**src/shared/amx_pkg.sv**
```systemverilog
package amx_pkg;

    localparam int unsigned FRAME_BYTES  = 9;
    localparam logic [7:0] OP_SET_PARAM_X = 8'h10;
    localparam logic [7:0] OP_MOVE_POS_X  = 8'h2F;
    localparam logic [7:0] OP_ROT_LEFT    = 8'h32;
    localparam logic [7:0] OP_ROT_RIGHT   = 8'h33;
    localparam logic [7:0] OP_ROT_LEFT_X  = 8'h34;
    localparam logic [7:0] OP_ROT_RIGHT_X = 8'h35;
    localparam logic [7:0] OP_STOP_X      = 8'h36;
    localparam logic [7:0] MODE_ABSOLUTE  = 8'h00;
    localparam logic [7:0] MODE_RELATIVE  = 8'h01;
    localparam logic [7:0] MODE_STORED    = 8'h02;
    localparam logic [7:0] PARAM_TGT_POS = 8'h00;
    localparam logic [7:0] PARAM_TGT_VEL = 8'h02;
    localparam logic [7:0] MAX_AXIS      = 8'h03;
    localparam logic [7:0] ST_OK         = 8'h64;
    localparam logic [7:0] ST_BAD_CSUM   = 8'h01;
    localparam logic [7:0] ST_BAD_CMD    = 8'h02;
    localparam logic [7:0] ST_BAD_TYPE   = 8'h03;
    localparam logic [7:0] ST_BAD_VALUE  = 8'h04;
    localparam logic [3:0] BYTE_CNT_RST  = 4'h0;

    typedef enum logic [1:0] {
        AMX_VEL_MODE = 2'b00,
        AMX_POS_MODE = 2'b01
    } amx_mode_type;

endpackage : amx_pkg
```
**src/design/amx_cmd_exec.sv**
```systemverilog
`timescale 1ns/1ps
// Operation
// - opcodes 50,52 rotate toward decreasing position
// - opcodes 51,53 rotate toward increasing position
// - rotate: velocity mode and accu to param 2 in one write
// - velocity value is microsteps per second
// - command axis byte 0..3, type/value ignored
// - x variants take axis from x register
// - opcode 47 type: abs, rel, coordinate
// - positioning writes its target to param 0
// - positioning replies at once, never blocks
// - stop or rotate ends a running positioning
// - coordinate mode targets stored coordinate
// - opcode 54 soft stop: velocity mode, zero
// - reply status 100, value undefined
// - set-param x variant uses x register axis
module amx_cmd_exec #(
    parameter int AXES = 4
) (
    input  wire logic               clk_sys,
    input  wire logic               rst_n,
    input  wire logic               byte_valid,
    input  wire logic [7:0]         byte_data,
    input  wire logic [31:0]        accu_value,
    input  wire logic [7:0]         x_index,
    input  wire logic [31:0]        stored_stored_coordinate_target,
    input  wire logic [31:0]        actual_position,
    output logic                    stored_coordinate_target_req,
    output logic                    param_we,
    output logic [1:0]              param_axis,
    output logic [7:0]              param_num,
    output logic [31:0]             param_value,
    output amx_pkg::amx_mode_type   axis_mode,
    output logic                    axis_dir_up,
    output logic [AXES-1:0]         positioning,
    output logic                    reply_valid,
    output logic [7:0]              reply_status,
    output logic [31:0]             reply_value
);
    import amx_pkg::*;

    logic        frame_valid;
    logic        frame_csum_ok;
    logic [7:0]  frame_opcode;
    logic [7:0]  frame_type;
    logic [7:0]  frame_bank;
    logic [31:0] frame_value;

    // bytes arrive from same-clock uart logic, so no synchroniser here
    amx_frame_rx u_rx (
        .clk_sys       (clk_sys),
        .rst_n         (rst_n),
        .byte_valid    (byte_valid),
        .byte_data     (byte_data),
        .frame_valid   (frame_valid),
        .frame_csum_ok (frame_csum_ok),
        .frame_opcode  (frame_opcode),
        .frame_type    (frame_type),
        .frame_bank    (frame_bank),
        .frame_value   (frame_value)
    );

    // opcode hits
    wire hit_rot_left    = (frame_opcode == OP_ROT_LEFT);
    wire hit_rot_right   = (frame_opcode == OP_ROT_RIGHT);
    wire hit_rot_left_x  = (frame_opcode == OP_ROT_LEFT_X);
    wire hit_rot_right_x = (frame_opcode == OP_ROT_RIGHT_X);
    wire hit_move_x      = (frame_opcode == OP_MOVE_POS_X);
    wire hit_stop_x      = (frame_opcode == OP_STOP_X);
    wire hit_set_param_x = (frame_opcode == OP_SET_PARAM_X);

    // decode
    wire is_rol    = hit_rot_left || hit_rot_left_x;
    wire is_ror    = hit_rot_right || hit_rot_right_x;
    wire is_xsel   = hit_rot_left_x || hit_rot_right_x
                   || hit_move_x || hit_stop_x
                   || hit_set_param_x;
    wire is_mvp    = hit_move_x;
    wire is_stop   = hit_stop_x;
    wire is_sap    = hit_set_param_x;
    wire is_turn   = is_rol || is_ror;
    wire known     = is_turn || is_mvp || is_stop || is_sap;
    // axis from x register for x variants, else bank byte
    wire [7:0] axis_sel  = is_xsel ? x_index : frame_bank;
    wire       axis_ok   = (axis_sel <= MAX_AXIS);
    wire       type_ok   = !is_mvp || (frame_type <= MODE_STORED);
    wire       is_stored_coordinate_target  = is_mvp && (frame_type == MODE_STORED);
    wire       is_rel    = is_mvp && (frame_type == MODE_RELATIVE);

    // rel adds offset with 32-bit wrap; host keeps distance in range
    wire [31:0] pos_target = is_stored_coordinate_target ? stored_stored_coordinate_target
                           : is_rel   ? actual_position + accu_value
                           : accu_value;
    // rotate writes velocity, stop writes zero to param 0 as specified
    wire [7:0]  wr_num   = is_turn ? PARAM_TGT_VEL
                         : is_sap ? frame_type
                         : PARAM_TGT_POS;
    wire [31:0] wr_value = is_turn ? accu_value
                         : is_stop ? 32'h0000_0000
                         : is_sap  ? frame_value
                         : pos_target;

    wire [7:0] status = !frame_csum_ok ? ST_BAD_CSUM
                      : !known         ? ST_BAD_CMD
                      : !type_ok       ? ST_BAD_TYPE
                      : !axis_ok       ? ST_BAD_VALUE
                      : ST_OK;
    wire       go        = frame_valid && (status == ST_OK);
    wire [1:0] axis2     = axis_sel[1:0];
    // stop shares the velocity path with rotate
    wire       vel_go    = go && (is_turn || is_stop);
    wire       move_go   = go && is_mvp;
    wire       stored_coordinate_target_hit = frame_valid && is_stored_coordinate_target;

    always_ff @(posedge clk_sys or negedge rst_n) begin
        if (!rst_n) begin
            param_we <= 1'b0;
        end else begin
            param_we <= go;
        end
    end

    always_ff @(posedge clk_sys or negedge rst_n) begin
        if (!rst_n) begin
            stored_coordinate_target_req <= 1'b0;
        end else begin
            stored_coordinate_target_req <= stored_coordinate_target_hit;
        end
    end

    // reply follows every frame, refused ones too
    always_ff @(posedge clk_sys or negedge rst_n) begin
        if (!rst_n) begin
            reply_valid <= 1'b0;
        end else begin
            reply_valid <= frame_valid;
        end
    end

    always_ff @(posedge clk_sys or negedge rst_n) begin
        if (!rst_n) begin
            reply_status <= 8'h00;
        end else if (frame_valid) begin
            reply_status <= status;
        end
    end

    // value carries nothing, so it stays zero
    always_ff @(posedge clk_sys or negedge rst_n) begin
        if (!rst_n) begin
            reply_value <= 32'h0000_0000;
        end else if (frame_valid) begin
            reply_value <= 32'h0000_0000;
        end
    end

    always_ff @(posedge clk_sys or negedge rst_n) begin
        if (!rst_n) begin
            param_axis <= 2'b00;
        end else if (go) begin
            param_axis <= axis2;
        end
    end

    always_ff @(posedge clk_sys or negedge rst_n) begin
        if (!rst_n) begin
            param_num <= 8'h00;
        end else if (go) begin
            param_num <= wr_num;
        end
    end

    always_ff @(posedge clk_sys or negedge rst_n) begin
        if (!rst_n) begin
            param_value <= 32'h0000_0000;
        end else if (go) begin
            param_value <= wr_value;
        end
    end

    // mode switches in the same write as the parameter
    always_ff @(posedge clk_sys or negedge rst_n) begin
        if (!rst_n) begin
            axis_mode <= AMX_VEL_MODE;
        end else if (vel_go) begin
            axis_mode <= AMX_VEL_MODE;
        end else if (move_go) begin
            axis_mode <= AMX_POS_MODE;
        end
    end

    always_ff @(posedge clk_sys or negedge rst_n) begin
        if (!rst_n) begin
            axis_dir_up <= 1'b0;
        end else if (vel_go) begin
            axis_dir_up <= is_ror;
        end
    end

    // a refused frame leaves every flag as it was
    for (genvar a = 0; a < AXES; a++) begin : g_pos
        wire sel_here = (axis2 == 2'(a));
        always_ff @(posedge clk_sys or negedge rst_n) begin
            if (!rst_n) begin
                positioning[a] <= 1'b0;
            end else if (vel_go && sel_here) begin
                positioning[a] <= 1'b0;
            end else if (move_go && sel_here) begin
                positioning[a] <= 1'b1;
            end
        end
    end

endmodule : amx_cmd_exec

```
**src/design/amx_frame_rx.sv**
```systemverilog
`timescale 1ns/1ps
// gathers nine frame bytes and checks the 8-bit sum
module amx_frame_rx (
    input  wire logic       clk_sys,
    input  wire logic       rst_n,
    input  wire logic       byte_valid,
    input  wire logic [7:0] byte_data,
    output logic            frame_valid,
    output logic            frame_csum_ok,
    output logic [7:0]      frame_opcode,
    output logic [7:0]      frame_type,
    output logic [7:0]      frame_bank,
    output logic [31:0]     frame_value
);
    import amx_pkg::*;

    logic [3:0]  cnt_q;
    logic [7:0]  sum_q;
    logic [71:0] shift_q;
    wire         last_byte = (cnt_q == 4'(FRAME_BYTES - 1));

    always_ff @(posedge clk_sys or negedge rst_n) begin
        if (!rst_n) begin
            cnt_q         <= BYTE_CNT_RST;
            sum_q         <= 8'h00;
            shift_q       <= '0;
            frame_valid   <= 1'b0;
            frame_csum_ok <= 1'b0;
        end else begin
            frame_valid <= 1'b0;
            if (byte_valid) begin
                shift_q <= {shift_q[63:0], byte_data};
                if (last_byte) begin
                    cnt_q         <= BYTE_CNT_RST;
                    sum_q         <= 8'h00;
                    frame_valid   <= 1'b1;
                    frame_csum_ok <= (sum_q == byte_data);
                end else begin
                    cnt_q <= cnt_q + 4'h1;
                    sum_q <= sum_q + byte_data;
                end
            end
        end
    end

    // byte order: addr, opcode, type, bank, value msb first, checksum
    assign frame_opcode = shift_q[63:56];
    assign frame_type   = shift_q[55:48];
    assign frame_bank   = shift_q[47:40];
    assign frame_value  = shift_q[39:8];

endmodule : amx_frame_rx

```
**config.mk**
```make
export PLATFORM = sky130hd
export DESIGN_NAME = amx_cmd_exec
export DESIGN_NICKNAME = d
export VERILOG_FILES = /design/src/shared/amx_pkg.sv /design/src/design/amx_cmd_exec.sv /design/src/design/amx_frame_rx.sv
export SDC_FILE = /design/constraint.sdc
export NUM_CORES = 1
export LEC_CHECK = 0
export ABC_CLOCK_PERIOD_IN_PS = 4550
export BUFFER_PORTS_ARGS = -buffer_cell sky130_fd_sc_hd__clkbuf_2
export CELL_PAD_IN_SITES_DETAIL_PLACEMENT = 1
export CELL_PAD_IN_SITES_GLOBAL_PLACEMENT = 1
export CORE_MARGIN = 2
export CORE_UTILIZATION = 35
export CTS_BUF_LIST = sky130_fd_sc_hd__clkbuf_4 sky130_fd_sc_hd__clkbuf_8
export CTS_CLUSTER_DIAMETER = 40
export CTS_CLUSTER_SIZE = 16
export DETAILED_ROUTE_END_ITERATION = 10
export PLACE_DENSITY_LB_ADDON = 0.2
export SETUP_SLACK_MARGIN = 0.2
export SYNTH_ARGS = -nofsm -noshare
export SYNTH_HDL_FRONTEND = slang
export SYNTH_SLANG_ARGS = --single-unit
```
**constraint.sdc**
```tcl
create_clock -name clk_sys -period 4.55 [get_ports clk_sys]
set_input_delay 0.91 -clock clk_sys [delete_from_list [all_inputs] [get_ports clk_sys]]
set_output_delay 0.91 -clock clk_sys [all_outputs]
set_load 0.005 [all_outputs]
```
**Yosys cells after proc, flatten, opt, wreduce, memory -nomap -nowiden**

Index checks and enable logic that the tools add are counted.

- RAM bits: 0
- Output and inout bits: 92
- Bits in read-only memories: 0
- Flip-flop bits (word level): 138
- Latch bits: 0
- Input port bits: 115
- Memories: 0

- Reduce and logical (&&, ||, !) cells: 34
- Eq/ne operators: 15
- Divide/modulo/power cells: 0
- Add/subtract/negate cells: 3
- Order comparisons: 2
- Bitwise gates (word level): 0
- $mul: 0
- Multiplexer cells: 26
- Shift-type cells: 0

Operator list:

| operator | count |
|---|---|
| $mux 32 | 5 |
| $eq 8x6->1 const B | 6 |
| $add 32x32->32 | 1 |
| $mux 8 | 4 |
| $mux 7 | 4 |
| $le 8x2->1 const B | 2 |
| $logic_and 1x1->1 | 14 |
| $logic_or 1x1->1 | 12 |
| $mux 1 | 10 |
| $reduce_bool 2->1 | 5 |
| $add 8x8->8 | 1 |
| $eq 8x1->1 const B | 1 |
| $eq 8x2->1 const B | 1 |
| $eq 8x5->1 const B | 1 |
| $eq 8x8->1 | 1 |
| $eq 7x7->1 const B | 1 |
| $add 4x1->4 const B | 1 |
| $eq 2x2->1 const B | 2 |
| $eq 4x4->1 const B | 1 |
| $mux 2 | 2 |
| $mux 4 | 1 |
| $eq 2x1->1 const B | 1 |
| $logic_not 2->1 | 1 |
| $reduce_and 2->1 | 1 |
| $logic_not 1->1 | 1 |

**Longest topological paths before layout**

Gate-level depths: netlist of the first run.

- Depth in word-level cells: 17
- Mapped depth: 13

**Cells and area by module**

Synthesis of the first run repeated with hierarchy kept, for this count alone.

- Cells, all modules: 982
- Area, all modules: 9007.4 um2

Modules (own cells, without submodules):

| module | cells each | area each (um2) | times used |
|---|---|---|---|
| amx_cmd_exec | 697 | 5305.1 | 1 |
| amx_frame_rx | 285 | 3702.3 | 1 |

**Least setup slack after synthesis of the first run**

No wires, ideal clock.

- Kind: input port to flip-flop
- Start point: in accu_value[0]
- End point: reg param_value[16]
- Cell stages on the path: 11
- Setup slack: 1.339 ns
- Arrival time: 3.081 ns
- Cells stage by stage: ha_1 fa_1 a21o_1 a31o_2 a21boi_1 o21bai_1 a22o_1 o41ai_1 xnor2_1 a221oi_1 o21ai_0

- Longest elaborated chain between the ends: 6

Ends and longest elaborated chain:

| item | RTL line | RTL |
|---|---|---|
| start: declaration | amx_cmd_exec.sv:24 | `input wire logic [31:0] accu_value,` |
| $add 32x32->32 | amx_cmd_exec.sv:92 | `: is_rel ? actual_position + accu_value` |
| $mux 32 | amx_cmd_exec.sv:92 |  |
| $mux 32 | amx_cmd_exec.sv:91 | `wire [31:0] pos_target = is_stored_coordinate_target ? stored_stored_coordinate_target` |
| $mux 32 | amx_cmd_exec.sv:100 | `: is_sap ? frame_value` |
| $mux 32 | amx_cmd_exec.sv:99 | `: is_stop ? 32'h0000_0000` |
| $mux 32 | amx_cmd_exec.sv:98 | `wire [31:0] wr_value = is_turn ? accu_value` |
| end signal: assignment | amx_cmd_exec.sv:177 | `param_value <= wr_value;` |
| end: declaration | amx_cmd_exec.sv:32 | `output logic [31:0] param_value,` |

No other way between the ends.
A chain may end at the register's enable or synchronous reset.

**Worst setup path after layout of the first run**

- Start point: reg u_rx.shift_q[58]
- End point: reg positioning[3]

- Longest elaborated chain between the ends: 16
- Elaborated cells between the ends (all ways): 35

Ends and longest elaborated chain:

| item | RTL line | RTL |
|---|---|---|
| start: declaration | amx_frame_rx.sv:19 | `logic [71:0] shift_q;` |
| start signal: assignment | amx_frame_rx.sv:32 | `shift_q <= {shift_q[63:0], byte_data};` |
| $eq 8x6->1, on equally long branches | amx_cmd_exec.sv:66, amx_cmd_exec.sv:67 |  |
| $logic_or 1x1->1 | amx_cmd_exec.sv:75 | `wire is_xsel = hit_rot_left_x \|\| hit_rot_right_x` |
| $logic_or 1x1->1 (2 in series) | amx_cmd_exec.sv:76 | `\|\| hit_move_x \|\| hit_stop_x` |
| $logic_or 1x1->1 | amx_cmd_exec.sv:77 | `\|\| hit_set_param_x;` |
| $mux 8 | amx_cmd_exec.sv:84 | `wire [7:0] axis_sel = is_xsel ? x_index : frame_bank;` |
| $le 8x2->1 | amx_cmd_exec.sv:85 | `wire axis_ok = (axis_sel <= MAX_AXIS);` |
| $mux 7 | amx_cmd_exec.sv:106 | `: !axis_ok ? ST_BAD_VALUE` |
| $mux 7 | amx_cmd_exec.sv:105 | `: !type_ok ? ST_BAD_TYPE` |
| $mux 7 | amx_cmd_exec.sv:104 | `: !known ? ST_BAD_CMD` |
| $mux 7 | amx_cmd_exec.sv:103 | `wire [7:0] status = !frame_csum_ok ? ST_BAD_CSUM` |
| $eq 7x7->1 | amx_cmd_exec.sv:108 | `wire go = frame_valid && (status == ST_OK);` |
| $logic_and 1x1->1 | amx_cmd_exec.sv:108 |  |
| $logic_and 1x1->1, on equally long branches | amx_cmd_exec.sv:111, amx_cmd_exec.sv:112 |  |
| $logic_and 1x1->1, on equally long branches | amx_cmd_exec.sv:206, amx_cmd_exec.sv:208 |  |
| $mux 1 or $reduce_bool 2->1 (tied branches) | n/a |  |
| end signal: indexed assignment | amx_cmd_exec.sv:205 | `positioning[a] <= 1'b0;` |
| end signal: indexed assignment | amx_cmd_exec.sv:207 | `positioning[a] <= 1'b0;` |
| end signal: indexed assignment | amx_cmd_exec.sv:209 | `positioning[a] <= 1'b1;` |
| end: declaration | amx_cmd_exec.sv:35 | `output logic [AXES-1:0] positioning,` |

Parallel ways exist; a longest one is shown, timed or not.

==> results of run 1 <==
[Yosys cell counts (all sizes together), types with 4 or more instances]
cell	count	area, um^2
mux2i	7	70.1
or3	4	25.0
o31ai	5	37.5
ha	40	500
o221ai	4	35.0
a22oi	5	37.5
inv	20	75.1
a21oi	87	435
nand2	82	308
o21ai	65	329
nand4	4	25.0
a31oi	14	93.8
xor2	11	96.3
and3	13	81.3
a311oi	4	35.0
dfrtp	133	3330
nor3	15	80.1
mux2	65	732
clkbuf	33	124
o21bai	7	52.6
nand2b	4	25.0
buf	55	377
a221oi	10	93.8
a21o	20	150
nor2	69	262
a221o	8	80.1
o22ai	9	56.3
and2	6	37.5
a211oi	7	52.6
or2	4	25.0
nor2b	5	31.3
o211ai	11	82.6
nor4	6	43.8
nand3	26	130
xnor2	19	166
[worst min path at each step]
stage	depth (start not counted)	slack [ps]	endpoint
2_1_floorplan	0	350	reply_valid$_DFF_PN0_
3_3_place_gp	2	450	param_num[6]$_DFFE_PN0N_
3_5_place_dp	2	460	param_num[5]$_DFFE_PN0N_
4_1_cts	2	480	param_num[5]$_DFFE_PN0N_
5_1_grt	2	510	param_num[7]$_DFFE_PN0N_
6_report	2	470	param_num[7]$_DFFE_PN0N_
[routing by layer]
| metal | GRT usage | routed length, um | vias to the layer above |
|---|---|---|---|
| met5 | 0 | 0 | - |
| met4 | 0.0692 | 682 | 0 |
| met2 | 0.375 | 13700 | 253 |
| met3 | 0.0457 | 1710 | 45 |
| li1 | - | - | 3613 |
| met1 | 0.312 | 13400 | 3891 |
[flip-flops by register name (all words and copies together), names as in the netlist]
name                          flops
u_rx.frame_csum_ok                1
stored_coordinate_target_req      1
axis_dir_up                       1
param_num                         8
positioning                       4
param_value                      32
u_rx.sum_q                        8
param_axis                        2
u_rx.cnt_q                        4
reply_status                      4
u_rx.frame_valid                  1
reply_valid                       1
axis_mode                         1
param_we                          1
u_rx.shift_q                     64
[kinds of logic (layout without fill, tap and decap cells)]
kind of cell	after synthesis	count (layout)
multiplexers	72	72
flip-flops	133	133
AND/OR/NAND/NOR	249	249
other	1	36
XOR/XNOR	30	30
buffers and inverters	108	237
adder cells (fa/ha/maj)	42	42
AO/OA/AOI/OAI	286	286
[worst register-to-register path, cell delays in order, from the launching register on]
cell     delay, ps
dfrtp_1        520
nor4_1         110
and2_1         190
nor2_1         640
o21ai_2        160
nand3_1        170
or2_1          830
buf_4          400
nor2_1         140
a31oi_1        180
a21oi_1         60
[power by group]
part / switching, mW / internal, mW
combinational: 0.511 / 0.466
clock: 0.547 / 0.558
sequential: 0.243 / 1.40
total: 1.30 / 2.42
[metrics by stage]
| stage | hold WS, ps | setup slack [ps] | utilization | total power [mW] |
|---|---|---|---|---|
| 2_1_floorplan | 349 | 1340 | - | 2.29 |
| 5_1_grt | 511 | 876 | 0.414 | 3.95 |
| 6_report | 474 | 1070 | 0.414 | 3.72 |
| 3_3_place_gp | 455 | 964 | 0.396 | 2.60 |
| 4_1_cts | 485 | 1120 | 0.414 | 3.76 |
| 3_5_place_dp | 463 | 914 | 0.396 | 2.64 |
[cell type report]
type	count	area share
Inverter	20	0.00753
Clock inverter	15	0.0192
Tap cell	324	0.0407
Sequential cell	133	0.334
Multi-Input combinational cell	715	0.478
Timing Repair Buffer	185	0.0973
Clock buffer	17	0.0235
==> results.json, run 1 <==
{
  "outcome": "finished clean",
  "antenna_found_initial": 0,
  "slew_viol_final": 0,
  "core_mm2": 0.0241,
  "wl_per_cell_um": 20.9,
  "final_nets": 1229,
  "place_congestion": 0.879,
  "ctsResizeCount": 0,
  "fmax_mhz": 287,
  "clock_path_buffers": 2,
  "vias": 7802,
  "synth_top_family_by_area": "compound AO/OA/AOI/OAI gates",
  "htreeDepth": 4,
  "p_leak_nw": 4.68,
  "syn_area_mm2": 0.00853,
  "ys.flop_type": "dfrtp_1",
  "synth_xor_xnor_area_share": 0.0308,
  "fill_cells": 2863,
  "cap_violations": 0,
  "remaining_drc_errors": 0,
  "dieHeight_um": 160,
  "reg2reg_from": "u_rx.shift_q[58]$_DFFE_PN0P_",
  "final_cells": 1409,
  "grt_remaining_overflow": 0,
  "yosys_warnings": 0,
  "fp.dieW_um": 160,
  "place_inst": 1377,
  "synth-seq-cells": 133,
  "min-delay-start": "param_num[7]$_DFFE_PN0N_",
  "cts.sinks": 133,
  "antenna_left": 0,
  "area_delta_synth_final_pct": 16.8,
  "die_area_mm2": 0.0256,
  "io_pins": 207,
  "crit_end": "positioning[3]$_DFFE_PN0P_",
  "synth_compound_area_frac": 0.217,
  "crit_family": "simple AND/OR/NAND/NOR gates",
  "post-route-min-period_ps": 3480,
  "cp_max_fo": 19,
  "end_kind": "register",
  "synth_mux_area_frac": 0.0940,
  "yosys.area_share.adder": 0.0633,
  "synth_edf_count": 0,
  "row_count": 57,
  "p_per_area_mw_per_mm2": 373,
  "via_per_inst": 5.54,
  "seq_area_frac_synth": 0.390,
  "final_area_mm2": 0.00997,
  "cts_tree": "yes",
  "finalSetupViolCount": 0,
  "wirelength_um": 29500,
  "r2r_setup_slack_ps": 1070,
  "path_clk_slew_ps": 90,
  "dp_hpwl_um": 21800,
  "skew_ps": 16.1,
  "required_ps": 4900,
  "synth.avg_cell_area_um2": 9.27,
  "root_buffer": "clkbuf_8",
  "report.final.hold_viol_count": 0,
  "post-route-period-util": 0.766,
  "syn_inst": 921,
  "grtUsageTotal": 0.231,
  "cp.depth": 10,
  "ir_drop_v": 0.000157,
  "drt_iter0_markers": 438,
  "cts_buffers": 17,
  "worst-setup-path-type": "reg -> reg",
  "ys_types": 74,
  "clock_latency_ps": 460,
  "rsz0062_at_grt": "false",
  "port_buffers": 170,
  "arrival_ps": 3830,
  "async_flop_share": 1.00,
  "layout-drive-gt1-share": 0.274,
  "antenna_cells": 0,
  "multi_input_area_mm2": 0.00477,
  "final_common_cell": "clkbuf_2",
  "initial_core_util": 0.354,
  "grt_max_degree": 89,
  "grt_pass1_wl_um": 45800,
  "rr_endpoint": "positioning[3]$_DFFE_PN0P_",
  "hp-class": "reg -> reg",
  "dr.pass1.iters": 5,
  "max_slew_margin": 0.271,
  "ctsHoldBuffers": 0,
  "r2r_cells": 10,
  "cp-startpoint": "u_rx.shift_q[58]$_DFFE_PN0P_",
  "grt_pass1_vias": 7934,
  "timing.setup.tns_ps": 0,
  "tightest_slew_ps": 1090,
  "critPathMaxStageDelay_ps": 830,
  "worstPathCellList": "nor4_1 > and2_1 > nor2_1 > o21ai_2 > nand3_1 > or2_1 > buf_4 > nor2_1 > a31oi_1 > a21oi_1",
  "worst_path_max_delay_cell": "or2_1",
  "cp-start-kind": "register",
  "place_area_mm2": 0.00954,
  "synth-simple-area-share": 0.137,
  "post_cts.repair.setup_buffers": 0,
  "critPathBufInv": 1,
  "final-seq-area_mm2": 0.00333,
  "layout_common_cells": "clkbuf_2 (168), dfrtp_1 (133), a21oi_1 (87)",
  "crit_path_frequent_cell": "nor2_1"
}
Note: power is estimated with default switching activity, not from simulation.
==> run 2: changes to the inputs <==
--- a/config.mk
+++ b/config.mk
@@ -5,7 +5,7 @@
 export SDC_FILE = /design/constraint.sdc
 export NUM_CORES = 1
 export LEC_CHECK = 0
-export ABC_CLOCK_PERIOD_IN_PS = 4550
+export ABC_CLOCK_PERIOD_IN_PS = 3300
 export BUFFER_PORTS_ARGS = -buffer_cell sky130_fd_sc_hd__clkbuf_2
 export CELL_PAD_IN_SITES_DETAIL_PLACEMENT = 1
 export CELL_PAD_IN_SITES_GLOBAL_PLACEMENT = 1
==> constraint.sdc (replaced) <==
create_clock -name clk_sys -period 3.3 [get_ports clk_sys]
set_input_delay 0.66 -clock clk_sys [delete_from_list [all_inputs] [get_ports clk_sys]]
set_output_delay 0.66 -clock clk_sys [all_outputs]
set_load 0.005 [all_outputs]
==> run 2 against run 1 <==
Combinational power rose by 42%. Sequential share of layout area fell by 0.71 points. Die area did not move. Clock power rose by 31%. Routed wire length fell by 2.0%. First-iteration DRC count fell by 31%. Cell count rose by 1.7%. Maximum frequency rose by 14%. Worst setup slack got worse by 810 ps. Register-to-register slack got worse by 810 ps. Via count barely moved. Sequential power rose by 38%. Critical path type unchanged. Critical endpoint is now param_value[18]$_DFFE_PN0N_. Largest power group unchanged.
==> results.json, run 2 (same netlist as run 1, synthesis figures left out) <==
{
  "grt_remaining_overflow": 0,
  "p_leak_nw": 4.79,
  "port_buffers": 170,
  "dieHeight_um": 160,
  "root_buffer": "clkbuf_8",
  "top_register": "u_rx.shift_q",
  "fp.dieW_um": 160,
  "clock_latency_ps": 460,
  "cap_violations": 0,
  "htreeDepth": 4,
  "fmax_mhz": 328,
  "tightest_slew_ps": 891,
  "grt_pass1_vias": 8032,
  "skew_ps": 13.1,
  "slew_viol_final": 0,
  "rr_endpoint": "param_value[18]$_DFFE_PN0N_",
  "via_per_inst": 5.45,
  "post-route-min-period_ps": 3050,
  "grtUsageTotal": 0.227,
  "r2r_cells": 7,
  "drt_iter0_markers": 304,
  "timing.setup.tns_ps": 0,
  "core_mm2": 0.0241,
  "largestRegisters": "u_rx.shift_q x64, param_value x32",
  "antenna_cells": 0,
  "grt_pass1_wl_um": 45300,
  "post_cts.repair.setup_buffers": 0,
  "outcome": "finished clean",
  "cp-startpoint": "u_rx.shift_q[55]$_DFFE_PN0P_",
  "place_congestion": 0.886,
  "arrival_ps": 3400,
  "cp-start-kind": "register",
  "die_area_mm2": 0.0256,
  "largest_reg_flops": 64,
  "reg2reg_from": "u_rx.shift_q[55]$_DFFE_PN0P_",
  "report.final.hold_viol_count": 0,
  "layout-drive-gt1-share": 0.290,
  "post-route-period-util": 0.923,
  "finalSetupViolCount": 0,
  "clock_path_buffers": 2,
  "dr.pass1.iters": 4,
  "crit_end": "param_value[18]$_DFFE_PN0N_",
  "power_mw": 5.10,
  "wirelength_um": 28900,
  "grt_max_degree": 67,
  "max_slew_margin": 0.406,
  "cts_buffers": 17,
  "final_nets": 1253,
  "layout_common_cells": "clkbuf_2 (168), dfrtp_1 (132), a21oi_1 (87)",
  "path_clk_slew_ps": 90,
  "final_common_cell": "clkbuf_2",
  "rsz0062_at_grt": "true",
  "worst-setup-path-type": "reg -> reg",
  "required_ps": 3660,
  "cts_tree": "yes",
  "antenna_found_initial": 1,
  "cp_max_fo": 7,
  "row_count": 57,
  "hp-class": "in -> async",
  "initial_core_util": 0.354,
  "end_kind": "register",
  "vias": 7809,
  "place_inst": 1401,
  "final_cells": 1433,
  "p_per_area_mw_per_mm2": 501,
  "antenna_left": 0,
  "cts.sinks": 133,
  "area_delta_synth_final_pct": 19.4,
  "io_pins": 207,
  "r2r_setup_slack_ps": 250,
  "ir_drop_v": 0.000192,
  "dp_hpwl_um": 21800,
  "remaining_drc_errors": 0,
  "wl_per_cell_um": 20.2
}
-- run 2: worst min-delay path by stage --
| stage | to | slack [ps] | depth (start not counted) | from |
|---|---|---|---|---|
| 2_1_floorplan | reply_valid$_DFF_PN0_ | 350 | 0 | u_rx.frame_valid$_DFF_PN0_ |
| 3_3_place_gp | param_num[4]$_DFFE_PN0N_ | 450 | 2 | param_num[4]$_DFFE_PN0N_ |
| 4_1_cts | param_we$_DFF_PN0_ | 220 | 1 | rst_n |
| 3_5_place_dp | param_num[4]$_DFFE_PN0N_ | 450 | 2 | param_num[4]$_DFFE_PN0N_ |
| 6_report | reply_status[5]$_DFFE_PN0P_ | 210 | 1 | rst_n |
| 5_1_grt | param_we$_DFF_PN0_ | 230 | 1 | rst_n |
-- run 2: worst max-delay path: stages, from the launching register on --
cell and delay, ps:
dfrtp_1 420, or4_1 590, nor4_2 330, and3b_1 450
nor2_1 300, a221oi_1 510, a221oi_1 180, a21o_1 170
-- run 2: through the flow --
step	setup WS (ps)	hold slack (ps)	area, um^2	util
after global routing	205	230	10200	0.423
after floorplan	339	349	8670	-
after CTS	247	221	10200	0.422
after detailed placement	8.68	455	9770	0.405
final	253	213	10200	0.423
after global placement	31.9	454	9770	0.405
-- run 2: layout make-up --
cell class | count | area, um^2
sequential | 133 | 3330
clock inverter | 13 | 149
inverter | 20 | 75.1
tap | 324 | 405
timing repair buffer | 209 | 1200
fill | 2894 | 13900
clock buffer | 19 | 255
multi-input combinational | 715 | 4780
-- run 2: repair_timing --
item / 4_1_cts / 5_1_grt
endpoints found under the hold margin: 0 / 0
endpoints found under the setup margin: 0 / 16
gates resized for setup: 0 / 3
hold buffers: 0 / 0
-- run 2: metal layers --
metal | track usage | share of wire
met4 | 0.0680 | 0.022
met3 | 0.0413 | 0.049
met5 | 0 | 0.00045
met2 | 0.382 | 0.48
met1 | 0.300 | 0.45
-- run 2: where the power goes --
group          internal (mW)  switching, mW
logic                  0.676          0.710
registers               1.93          0.340
clock network          0.711          0.739
==> run 3: changes to the inputs <==
--- a/config.mk
+++ b/config.mk
@@ -15,7 +15,7 @@
 export CTS_CLUSTER_DIAMETER = 40
 export CTS_CLUSTER_SIZE = 16
 export DETAILED_ROUTE_END_ITERATION = 10
-export PLACE_DENSITY_LB_ADDON = 0.2
+export PLACE_DENSITY_LB_ADDON = 0.1
 export SETUP_SLACK_MARGIN = 0.2
 export SYNTH_ARGS = -nofsm -noshare
 export SYNTH_HDL_FRONTEND = slang
==> run 3 against run 2 <==
Die area is the same. Flip-flop and latch count is the same. Cell count is essentially flat. Combinational power is essentially flat. Largest power group unchanged. Highest routed layer is now met4.
==> results.json, run 3 (same netlist as run 1, synthesis figures left out) <==
{
  "grtUsageTotal": 0.233,
  "via_per_inst": 5.43,
  "post_cts.repair.setup_buffers": 0,
  "hp-class": "in -> async",
  "initial_core_util": 0.354,
  "ctsHoldBuffers": 0,
  "grt_max_degree": 58,
  "max_slew_margin": 0.595,
  "tightest_slew_ps": 604,
  "slew_viol_final": 0,
  "end_kind": "register",
  "skew_ps": 12.9,
  "dr.pass1.iters": 5,
  "arrival_ps": 3320,
  "grt_remaining_overflow": 0,
  "final-seq-area_mm2": 0.00333,
  "cts_buffers": 17,
  "wirelength_um": 29400,
  "layout-drive-gt1-share": 0.290,
  "clock_path_buffers": 2,
  "grt_pass1_vias": 8040,
  "cts.sinks": 133,
  "final_common_cell": "clkbuf_2",
  "htreeDepth": 4,
  "antenna_cells": 0,
  "worst-setup-path-type": "reg -> reg",
  "place_congestion": 0.889,
  "path_clk_slew_ps": 90,
  "area_delta_synth_final_pct": 18.9,
  "core_mm2": 0.0241,
  "dieHeight_um": 160,
  "antenna_left": 0,
  "fp.dieW_um": 160,
  "report.final.hold_viol_count": 0,
  "dp_hpwl_um": 22000,
  "p_leak_nw": 4.77,
  "use_met2": 0.383,
  "port_buffers": 170,
  "clock_latency_ps": 450,
  "use_met1": 0.315,
  "wl_per_cell_um": 20.5,
  "row_count": 57,
  "antenna_found_initial": 0,
  "remaining_drc_errors": 0,
  "largestRegisters": "u_rx.shift_q x64, param_value x32",
  "finalSetupViolCount": 0,
  "required_ps": 3660,
  "multi_input_area_mm2": 0.00478,
  "cp_max_fo": 6,
  "die_area_mm2": 0.0256,
  "power_mw": 5.03,
  "grt.met3_usage": 0.0382,
  "vias": 7780,
  "top_register": "u_rx.shift_q",
  "final_nets": 1252,
  "largest_reg_flops": 64,
  "io_pins": 207,
  "layout_common_cells": "clkbuf_2 (168), dfrtp_1 (133), a21oi_1 (87)",
  "fill_cells": 2876,
  "outcome": "finished clean",
  "grt.busiest_layer": "met2",
  "r2r_cells": 7,
  "ctsResizeCount": 1,
  "ir_drop_v": 0.000246,
  "post-route-period-util": 0.898,
  "root_buffer": "clkbuf_8",
  "r2r_setup_slack_ps": 340,
  "timing.setup.tns_ps": 0,
  "p_per_area_mw_per_mm2": 495,
  "cts_tree": "yes",
  "drt_iter0_markers": 407,
  "fmax_mhz": 337,
  "cp-start-kind": "register",
  "grt_pass1_wl_um": 46300,
  "cap_violations": 0,
  "rsz0062_at_grt": "true",
  "post-route-min-period_ps": 2960
}
[run 3: layer usage]
| metal | share of wire | up-vias |
|---|---|---|
| met4 | 0.021 | 0 |
| met2 | 0.47 | 264 |
| li1 | - | 3662 |
| met5 | 0 | - |
| met3 | 0.057 | 40 |
| met1 | 0.45 | 3814 |
[run 3: power breakdown]
group / total (mW) / switching [mW] / internal, mW / leakage [nW]
clock: 1.37 / 0.747 / 0.627 / 0.188
sequential: 2.27 / 0.341 / 1.93 / 1.66
combinational: 1.38 / 0.709 / 0.676 / 2.92
total: 5.03 / 1.80 / 3.23 / 4.77
[run 3: final cells by class]
cell class	count	area share
Clock buffer	18	0.0238
Clock inverter	14	0.0143
Inverter	20	0.00740
Multi-Input combinational cell	715	0.471
Sequential cell	133	0.328
Tap cell	324	0.0400
Timing Repair Buffer	208	0.115
[run 3: final timing paths]
| path | end | start |
|---|---|---|
| min reg2reg | param_num[2]$_DFFE_PN0N_ | param_num[2]$_DFFE_PN0N_ |
| max reg2reg | param_value[27]$_DFFE_PN0N_ | u_rx.shift_q[55]$_DFFE_PN0P_ |
| min | u_rx.shift_q[63]$_DFFE_PN0P_ | rst_n |
| max | param_value[27]$_DFFE_PN0N_ | u_rx.shift_q[55]$_DFFE_PN0P_ |
| min in group clk_sys | u_rx.shift_q[4]$_DFFE_PN0P_ | byte_data[4] |
| max in group asynchronous | u_rx.shift_q[36]$_DFFE_PN0P_ | rst_n |
[run 3: stage by stage]
stage / cell area [um^2] / hold WS, ps / util / cells / worst slack, ps
6_report: 10100 / 159 / 0.421 / 1432 / 336
5_1_grt: 10100 / 170 / 0.421 / 1432 / 162
4_1_cts: 10100 / 163 / 0.420 / 1432 / 319
3_5_place_dp: 9740 / 463 / 0.404 / 1400 / -20.5
3_3_place_gp: 9740 / 457 / 0.404 / 1400 / 30.8
2_1_floorplan: 8670 / 349 / - / 956 / 339
[run 3: critical path, stage by stage (launching register included)]
cell     delay (ps)
dfrtp_1         410
or4_1           580
a211o_1         280
o21ai_2         170
nand3_1         280
nor3_2          600
o21ai_0         320
o21ai_0         240
